$ cat config.mk
export PLATFORM = sky130hd
export DESIGN_NAME = svd_detector
export DESIGN_NICKNAME = d
export VERILOG_FILES = /design/src/svd_pkg.sv /design/src/svd_detector.sv
export SDC_FILE = /design/constraint.sdc
export NUM_CORES = 1
export LEC_CHECK = 0
export ABC_AREA = 1
export BUFFER_PORTS_ARGS = -buffer_cell sky130_fd_sc_hd__buf_2
export CORE_MARGIN = 5
export CORE_UTILIZATION = 51
export DETAILED_ROUTE_END_ITERATION = 8
export GPL_TIMING_DRIVEN = 0
export PLACE_DENSITY = 0.8
export SKIP_LAST_GASP = 1
export SLEW_MARGIN = 20
export SYNTH_ARGS = -nofsm -noshare
export SYNTH_HDL_FRONTEND = slang
export SYNTH_SLANG_ARGS = --single-unit
$ cat constraint.sdc
create_clock -name pclk -period 1.9 [get_ports pclk]
set_input_delay 0.475 -clock pclk [delete_from_list [all_inputs] [get_ports pclk]]
set_output_delay 0.475 -clock pclk [all_outputs]
set_load 0.03 [all_outputs]
$ cat src/svd_pkg.sv
// Purpose: constants and types for the supply low-voltage detector
// Assumes: APB slave, 32-bit data, 25 MHz pclk
// Notes: offsets of the four registers are local choices
package svd_pkg;
	localparam logic [11:0] SVD_CTRL_OFS = 12'h000;
	localparam logic [11:0] SVD_MFI_OFS  = 12'h004;
	localparam logic [11:0] SVD_STAT_OFS = 12'h008;
	localparam logic [11:0] SVD_MASK_OFS = 12'h00C;
	localparam int CTRL_OUT_BIT = 5;
	localparam int CTRL_EN_BIT  = 4;
	localparam int MFI_FLAG_BIT = 4;
	localparam int MFI_EN_BIT   = 0;
	localparam int GIE_BIT      = 7;
	localparam int EV_LOW_BIT   = 0;
	localparam int EV_FLAG_BIT  = 1;
	localparam int CLK_MHZ      = 25;
	localparam int FLAG_DLY_US  = 120;
	localparam int FLAG_DLY_CYC = FLAG_DLY_US * CLK_MHZ;
	localparam logic [1:0] EV_RESET = 2'h0;

	typedef struct packed {
		logic [2:0] sel;
		logic       en;
	} svd_cfg_t;

	typedef enum logic [1:0] {
		SVD_IDLE,
		SVD_WAIT,
		SVD_HELD
	} svd_state_t;
endpackage

$ cat src/svd_detector.sv
// Purpose: APB-controlled low supply detector with delayed request flag
// Assumes: comparator runs asynchronously to pclk
// Notes: flag delay is a parameter so simulation can shorten it
//
// Local design decisions: the register addresses and the APB slave port.
module svd_detector
#(
	parameter int FLAG_DLY = svd_pkg::FLAG_DLY_CYC
) (
	input  wire logic                pclk,
	input  wire logic                presetn,
	input  wire logic                clk_en,
	input  wire logic                psel,
	input  wire logic                penable,
	input  wire logic                pwrite,
	input  wire logic [11:0]         paddr,
	input  wire logic [31:0]         pwdata,
	input  wire logic [3:0]          pstrb,
	output logic      [31:0]         prdata,
	output logic                     pready,
	output logic                     pslverr,
	input  wire logic                sleep_mode,
	input  wire logic                idle_mode,
	input  wire logic                cmp_low_async,
	output svd_pkg::svd_cfg_t        analog_cfg,
	output logic                     mf_irq_req,
	output logic                     idle_wake,
	output logic                     irq
);
	import svd_pkg::*;

	logic [2:0]  sel_q;
	logic        en_q;
	logic        out_q;
	logic        flag_q;
	logic        ien_q;
	logic        gie_q;
	logic [1:0]  stat_q;
	logic [1:0]  mask_q;
	logic        s1_q;
	logic        s2_q;
	logic        flag_prev_q;
	logic [31:0] cnt_q;
	logic [31:0] low_run_q;
	logic [31:0] prdata_q;
	svd_state_t  st_q;
	logic        active;
	logic        wr;
	logic        rd;
	logic        flag_set;
	logic        out_rise;
	logic        flag_rise;
	logic        hit;

	assign active = en_q & ~sleep_mode;
	assign analog_cfg.en = active;
	assign analog_cfg.sel = sel_q;
	assign wr = psel & penable & pwrite & clk_en;
	assign rd = psel & penable & ~pwrite & clk_en;
	assign pready = 1'b1;
	assign hit = (paddr == SVD_CTRL_OFS) | (paddr == SVD_MFI_OFS)
		| (paddr == SVD_STAT_OFS) | (paddr == SVD_MASK_OFS);
	assign pslverr = psel & penable & ~hit;
	assign prdata = prdata_q;

	// Comparator synchroniser
	always_ff @(posedge pclk or negedge presetn) begin
		if (!presetn) begin
			s1_q <= 1'b0;
			s2_q <= 1'b0;
		end else if (clk_en) begin
			s1_q <= cmp_low_async;
			s2_q <= s1_q;
		end
	end

	// Output flag follows the synchronised comparator while active
	always_ff @(posedge pclk or negedge presetn) begin
		if (!presetn) begin
			out_q <= 1'b0;
		end else if (clk_en) begin
			out_q <= active & s2_q;
		end
	end

	assign out_rise = active & s2_q & ~out_q;

	// Delay from output rising to request flag; a drop restarts it
	always_ff @(posedge pclk or negedge presetn) begin
		if (!presetn) begin
			st_q <= SVD_IDLE;
			cnt_q <= 32'h0;
		end else if (clk_en) begin
			case (st_q)
				SVD_IDLE: begin
					cnt_q <= 32'h0;
					if (out_rise)
						st_q <= SVD_WAIT;
				end
				SVD_WAIT: begin
					if (!out_q) begin
						cnt_q <= 32'h0;
						if (!out_rise)
							st_q <= SVD_IDLE;
					end else if (cnt_q >= 32'(FLAG_DLY - 1)) begin
						st_q <= SVD_HELD;
					end else begin
						cnt_q <= cnt_q + 32'h1;
					end
				end
				SVD_HELD: begin
					if (!out_q) begin
						cnt_q <= 32'h0;
						if (out_rise)
							st_q <= SVD_WAIT;
						else
							st_q <= SVD_IDLE;
					end
				end
				default: st_q <= SVD_IDLE;
			endcase
		end
	end

	assign flag_set = (st_q == SVD_WAIT) & out_q
		& (cnt_q >= 32'(FLAG_DLY - 1));

	// Consecutive cycles of high output flag, for the delay check
	always_ff @(posedge pclk or negedge presetn) begin
		if (!presetn)
			low_run_q <= 32'h0;
		else if (clk_en && out_q)
			low_run_q <= low_run_q + 32'h1;
		else if (clk_en)
			low_run_q <= 32'h0;
	end

	// Control register
	always_ff @(posedge pclk or negedge presetn) begin
		if (!presetn) begin
			sel_q <= 3'h0;
			en_q <= 1'b0;
		end else if (wr && paddr == SVD_CTRL_OFS && pstrb[0]) begin
			sel_q <= pwdata[2:0];
			en_q <= pwdata[CTRL_EN_BIT];
		end
	end

	// Multi-function register; hardware set wins over software clear
	always_ff @(posedge pclk or negedge presetn) begin
		if (!presetn) begin
			flag_q <= 1'b0;
			ien_q <= 1'b0;
			gie_q <= 1'b0;
		end else if (clk_en) begin
			if (wr && paddr == SVD_MFI_OFS && pstrb[0]) begin
				flag_q <= pwdata[MFI_FLAG_BIT] | flag_set;
				ien_q <= pwdata[MFI_EN_BIT];
				gie_q <= pwdata[GIE_BIT];
			end else if (flag_set) begin
				flag_q <= 1'b1;
			end
		end
	end

	always_ff @(posedge pclk or negedge presetn) begin
		if (!presetn)
			flag_prev_q <= 1'b0;
		else if (clk_en)
			flag_prev_q <= flag_q;
	end

	assign flag_rise = flag_q & ~flag_prev_q;
	assign mf_irq_req = flag_q & ien_q;
	assign idle_wake = idle_mode & flag_set & ~flag_q & clk_en;

	// Sticky event status, write one to clear, set wins
	always_ff @(posedge pclk or negedge presetn) begin
		if (!presetn) begin
			stat_q <= EV_RESET;
			mask_q <= EV_RESET;
		end else if (clk_en) begin
			if (wr && paddr == SVD_MASK_OFS && pstrb[0])
				mask_q <= pwdata[1:0];
			for (int i = 0; i < 2; i++) begin
				if ((i == EV_LOW_BIT && out_rise)
						|| (i == EV_FLAG_BIT && flag_rise))
					stat_q[i] <= 1'b1;
				else if (wr && paddr == SVD_STAT_OFS && pstrb[0]
						&& pwdata[i])
					stat_q[i] <= 1'b0;
			end
		end
	end

	assign irq = gie_q & (mf_irq_req | |(stat_q & mask_q));

	// Read data
	always_ff @(posedge pclk or negedge presetn) begin
		if (!presetn) begin
			prdata_q <= 32'h0;
		end else if (psel && !penable && !pwrite) begin
			case (paddr)
				SVD_CTRL_OFS: prdata_q <= {26'h0, out_q, en_q,
					1'b0, sel_q};
				SVD_MFI_OFS: prdata_q <= {24'h0, gie_q, 2'h0,
					flag_q, 3'h0, ien_q};
				SVD_STAT_OFS: prdata_q <= {30'h0, stat_q};
				SVD_MASK_OFS: prdata_q <= {30'h0, mask_q};
				default: prdata_q <= 32'h0;
			endcase
		end
	end
endmodule

---- Yosys cells after proc, flatten, opt, wreduce, memory -nomap -nowiden ----
Cells that the tools add are included.
storage, ports and cells
  bits in latches ......................... 0
  bits of input ports ..................... 57
  bits in writable memories ............... 0
  memory bits (read-only) ................. 0
  register bits ........................... 81
  output and inout bits ................... 41
  memories kept ........................... 0
  logic and storage cells ................. 99
operators by class
  equality and inequality tests ........... 10
  reduce and logical (&&, ||, !) cells .... 28
  $add $sub $neg .......................... 1
  multiplexer cells ....................... 18
  order comparisons ....................... 1
  multiply operators ...................... 0
  bitwise gates (word level) .............. 26
  shifts and indexed selects .............. 0
  div/mod/pow operators ................... 0
operators by type and width
  operator               count
  $mux 32                3
  $pmux 32 s3            1
  $add 32x1->32 const B  1
  $ge 32x12->1 const B   1
  $pmux 8 s4             1
  $eq 12x4->1 const B    2
  $and 1x1->1            15
  $eq 12x3->1 const B    1
  $logic_and 1x1->1      12
  $logic_not 12->1       1
  $mux 2                 5
  $reduce_and 2->1       5
  $ne 3x3->1 const B     3
  $mux 1                 7
  $pmux 2 s3             1
  $reduce_bool 2->1      3
  $not 1->1              5
  $or 1x1->1             5
  $reduce_and 5->1       1
  $ne 2x2->1 const B     2
  $reduce_and 4->1       1
  $reduce_bool 3->1      1
  $and 2x2->2            1
  $eq 2x1->1 const B     1
  other kinds (4)        5

---- Depth between registers and ports, before layout ----
  depth in word-level cells ............... 8
  mapped depth ............................ 12
  depth with buffers taken out ............ 11

---- Least setup slack after synthesis ----
No wires, ideal clock.
  path kind ............................... flip-flop to output port
  start ................................... reg cnt_q[0]
  end ..................................... out idle_wake
  slack ................................... -0.150 ns
  stages on the path, launching flop included .. 11
  arrival time ............................ 1.575 ns
  buffers on the path ..................... 1
  data required time ...................... 1.425 ns
  cells stage by stage .................... dfrtp_1 ha_1 nand2_1 nand2_1 nand2_1 nand2_1 nand2_1 nand3_2 nand2_4 buf_6 nor2_1
on the way
  word-level cells in the longest chain between the ends .. 5
ends and longest elaborated chain
  item                      RTL line             RTL
  start, declared           svd_detector.sv:43   logic [31:0] cnt_q;
  start signal, assigned    svd_detector.sv:108  cnt_q <= cnt_q + 32'h1;
  $ge 32x12->1              svd_detector.sv:126  & (cnt_q >= 32'(FLAG_DLY - 1));
  $and 1x1->1               svd_detector.sv:126
  $and 1x1->1 (3 in a row)  svd_detector.sv:175  assign idle_wake = idle_mode & flag_set & ~flag_q & clk_en;
  end, declared             svd_detector.sv:27   output logic idle_wake,
No other way between the ends.

---- Final worst setup path ----
Same ends and word-level chain as after synthesis.

==> impl_metrics.tcl <==
set metrics [dict create \
    status "finished, violations left" \
    violations "setup timing" \
    period_needed_ns 2.097 \
    setup_ws_ns -0.1969 \
    diodes 0 \
    dp.cells 553 \
    ys_warn_count 0 \
    crit_chain "ha_2 > nand2_2 > nand2_1 > nand2_1 > nand2_1 > nand2_2 > nand3_4 > nand2_4 > nor2_4 > buf_6" \
    grt_util_all_layers_pct 19.08 \
    synth_seq_cells 55 \
    worstMarginPinSlew_ns 0.6773 \
    vias_per_cell 4.979 \
    path_clk_slew_ns 0.09 \
    maxCapViolations 0 \
    hold_viol 0 \
    dr.first_iter.drc_count 205 \
    drive_above_1_share_pct 25.20 \
    chipHeight_um 87.93 \
    root_buffer "clkbuf_8" \
    dr.pass1.iters 6 \
    synthTopCellsByArea "dfrtp_1 44%, nand2_1 13%, nand3_1 7.6%" \
    crit_fanout 2 \
    finalClockSkew_ns 0.006794 \
    rows 28 \
    worst-path-buf-inv 1 \
    io_pins 98 \
    yosysMostFrequentCell "nand2_1" \
    place.gp.congestion 0.8636 \
    n_fill_cell 520 \
    die_w_um 87.93 \
    dp_hpwl_mm 4.965 \
    synthArstFlopShare_pct 100.0 \
    grt_start_max_net_pins 56 \
    worstPathRequired_ns 1.42 \
    cts-hold-fix-buffers 0 \
    via_count 2883 \
    numCtsBuffers 5 \
    yosys.area.top_type "dfrtp_1" \
    worstSetupStartpointType "flip-flop" \
    relSlewSlack_pct 54.85 \
    yosysTopAreaCellShare_pct 44.44 \
    drc 0 \
    reg2reg_to "cnt_q[0]" \
    clkLatencyLatePin_ns 0.31 \
    multi_input_area_um2 1378 \
    setup_violations 2 \
    syn_avg_cell_area_um2 7.498 \
    synth_area_um2 3097 \
    path_common_cell "nand2_1" \
    ff_latch_area_um2 1376 \
    grt-ovfl-total 0 \
    fin_util_pct 64.31 \
    antenna_left 0 \
    wl_per_cell_um 12.56 \
    areaGrowthSynthToFinish_pct 22.95 \
    reg2reg_depth 12 \
    synthCells 413 \
    htree_levels 2 \
    die_area_um2 7731 \
    antenna_found_initial 0 \
    end_kind "primary output" \
    cpLargestDelayFamily "simple AND/OR/NAND/NOR gates" \
    p_leak_nw 2.089 \
    slowest_stage "dfrtp_1" \
    seq_area_frac_synth_pct 44.44 \
    final_cells 579 \
    cts_tree "yes" \
    coreArea_um2 5921 \
    layout.nets 562 \
    irDropWorstVdd_mv 0.3624 \
    r2r_setup_slack_ns 0.07 \
    routed_wl_mm 7.270 \
    clockBufferDepth 2 \
    slowest_delay_ns 0.38 \
    hp-class "in2async" \
    synthTopCellsByCount "107 x nand2_1, 56 x inv_1, 55 x dfrtp_1" \
    crit_start "cnt_q[0]" \
    setup.worst_path.class "reg2out" \
    slew_viol_final 0 \
    post-route-period-util_pct 110.4 \
    synth_edf_count 0 \
    power.density_nw_per_um2 565.1 \
    netlist-cell-type-count 26 \
    grt_pass1_vias 2649 \
    critical_path_arrival_ns 1.62 \
    r2r-start "cnt_q[0]" \
    rsz0062_at_grt "yes" \
    totalNegativeSetupSlack_ns -0.2041 \
    synthFlopType "dfrtp_1" \
    initial_utilization_pct 52.30 \
    fmax_mhz 476.9 \
    grt_pass1_wl_mm 11.77 \
    cts_sinks 55 \
    port_buffers 40 \
]
[metrics by stage]
stage	setup slack [ns]	hold slack [ns]	area, µm²	power [mW]
final	-0.1969	0.1924	3807	2.152
after global routing	-0.3167	0.2559	3807	2.256
after CTS	-0.1920	0.2275	3730	2.157
after detailed placement	-0.2415	0.4616	3495	1.499
after global placement	-0.1912	0.4397	3492	1.493
after floorplan	0.07656	0.1794	3198	1.416
[report_power, final]
part | leakage (nW) | internal (mW) | switching (mW) | total (mW)
Clock | 0.0470 | 0.287 | 0.364 | 0.651
Combinational | 1.30 | 0.102 | 0.204 | 0.306
Sequential | 0.739 | 1.18 | 0.0108 | 1.19
Total | 2.09 | 1.57 | 0.579 | 2.15
[worst max-delay path by stage]
stage                            to  slack [ns]  depth (start not counted)
after floorplan           idle_wake        0.08                         10
after global placement    idle_wake       -0.19                         11
after detailed placement  idle_wake       -0.24                         11
after CTS                 idle_wake       -0.19                         10
after global routing      idle_wake       -0.32                         10
final                     idle_wake       -0.20                         10
[cell families (layout without fill, tap and decap cells)]
family | count (synthesis) | in the layout | share of synthesized area, %
simple gates | 220 | 220 | 31.23
buf+inv | 94 | 160 | 16.04
fa+ha+maj | 1 | 1 | 0.4040
flops | 55 | 55 | 44.44
other cells | 2 | 27 | 0.2425
compound gates | 41 | 41 | 7.636
[per-layer routing]
metal	share of wire [%]	GRT usage (%)
met1	42	23.67
met2	49	32.95
met3	7.2	3.575
met4	2.4	7.252
met5	0	0
[registers in the layout, summed over array words and instances (netlist names), 2 cells and up]
register and flops:
st_q 2, sel_q 3, mask_q 2, stat_q 2, cnt_q 32, prdata 6
[worst register-to-register path: cells and delay by family (launching register included)]
| family | cells | cell delay (ns) |
|---|---|---|
| DFF | 1 | 0.41 |
| and+or+nand+nor | 9 | 0.71 |
| buffers and inverters | 2 | 0.45 |
| adders and majority gates | 1 | 0.21 |
[cells in the final DEF (no fill, tap or decap), types with 2 or more instances in the layout]
cell type,count
nand2_1,102
inv_1,56
dfrtp_1,55
buf_4,53
nand3_1,46
buf_2,37
nor2_1,36
conb_1,27
a21oi_1,21
o21ai_0,12
nand4_1,9
buf_6,7
nor2_2,6
nand2_2,6
clkbuf_8,6
nor2_4,4
nor3_1,3
nor4_1,3
nand2_4,2
o31ai_1,2
a21boi_0,2
o21bai_1,2
[cell type report]
class	instances	area share, %
Buffer	37	7.230
Clock buffer	6	2.169
Clock inverter	1	0.1314
Inverter	56	5.521
Multi-Input combinational cell	289	36.18
Sequential cell	55	36.15
Tap cell	75	2.465
Timing Repair Buffer	60	10.15
[timing repair]
action,4_1_cts,5_1_grt
resized for setup,13,12
setup buffers,16,5
setup endpoints to repair,3,26
pin swaps,7,10
Note: power is estimated with default switching activity, not from simulation.
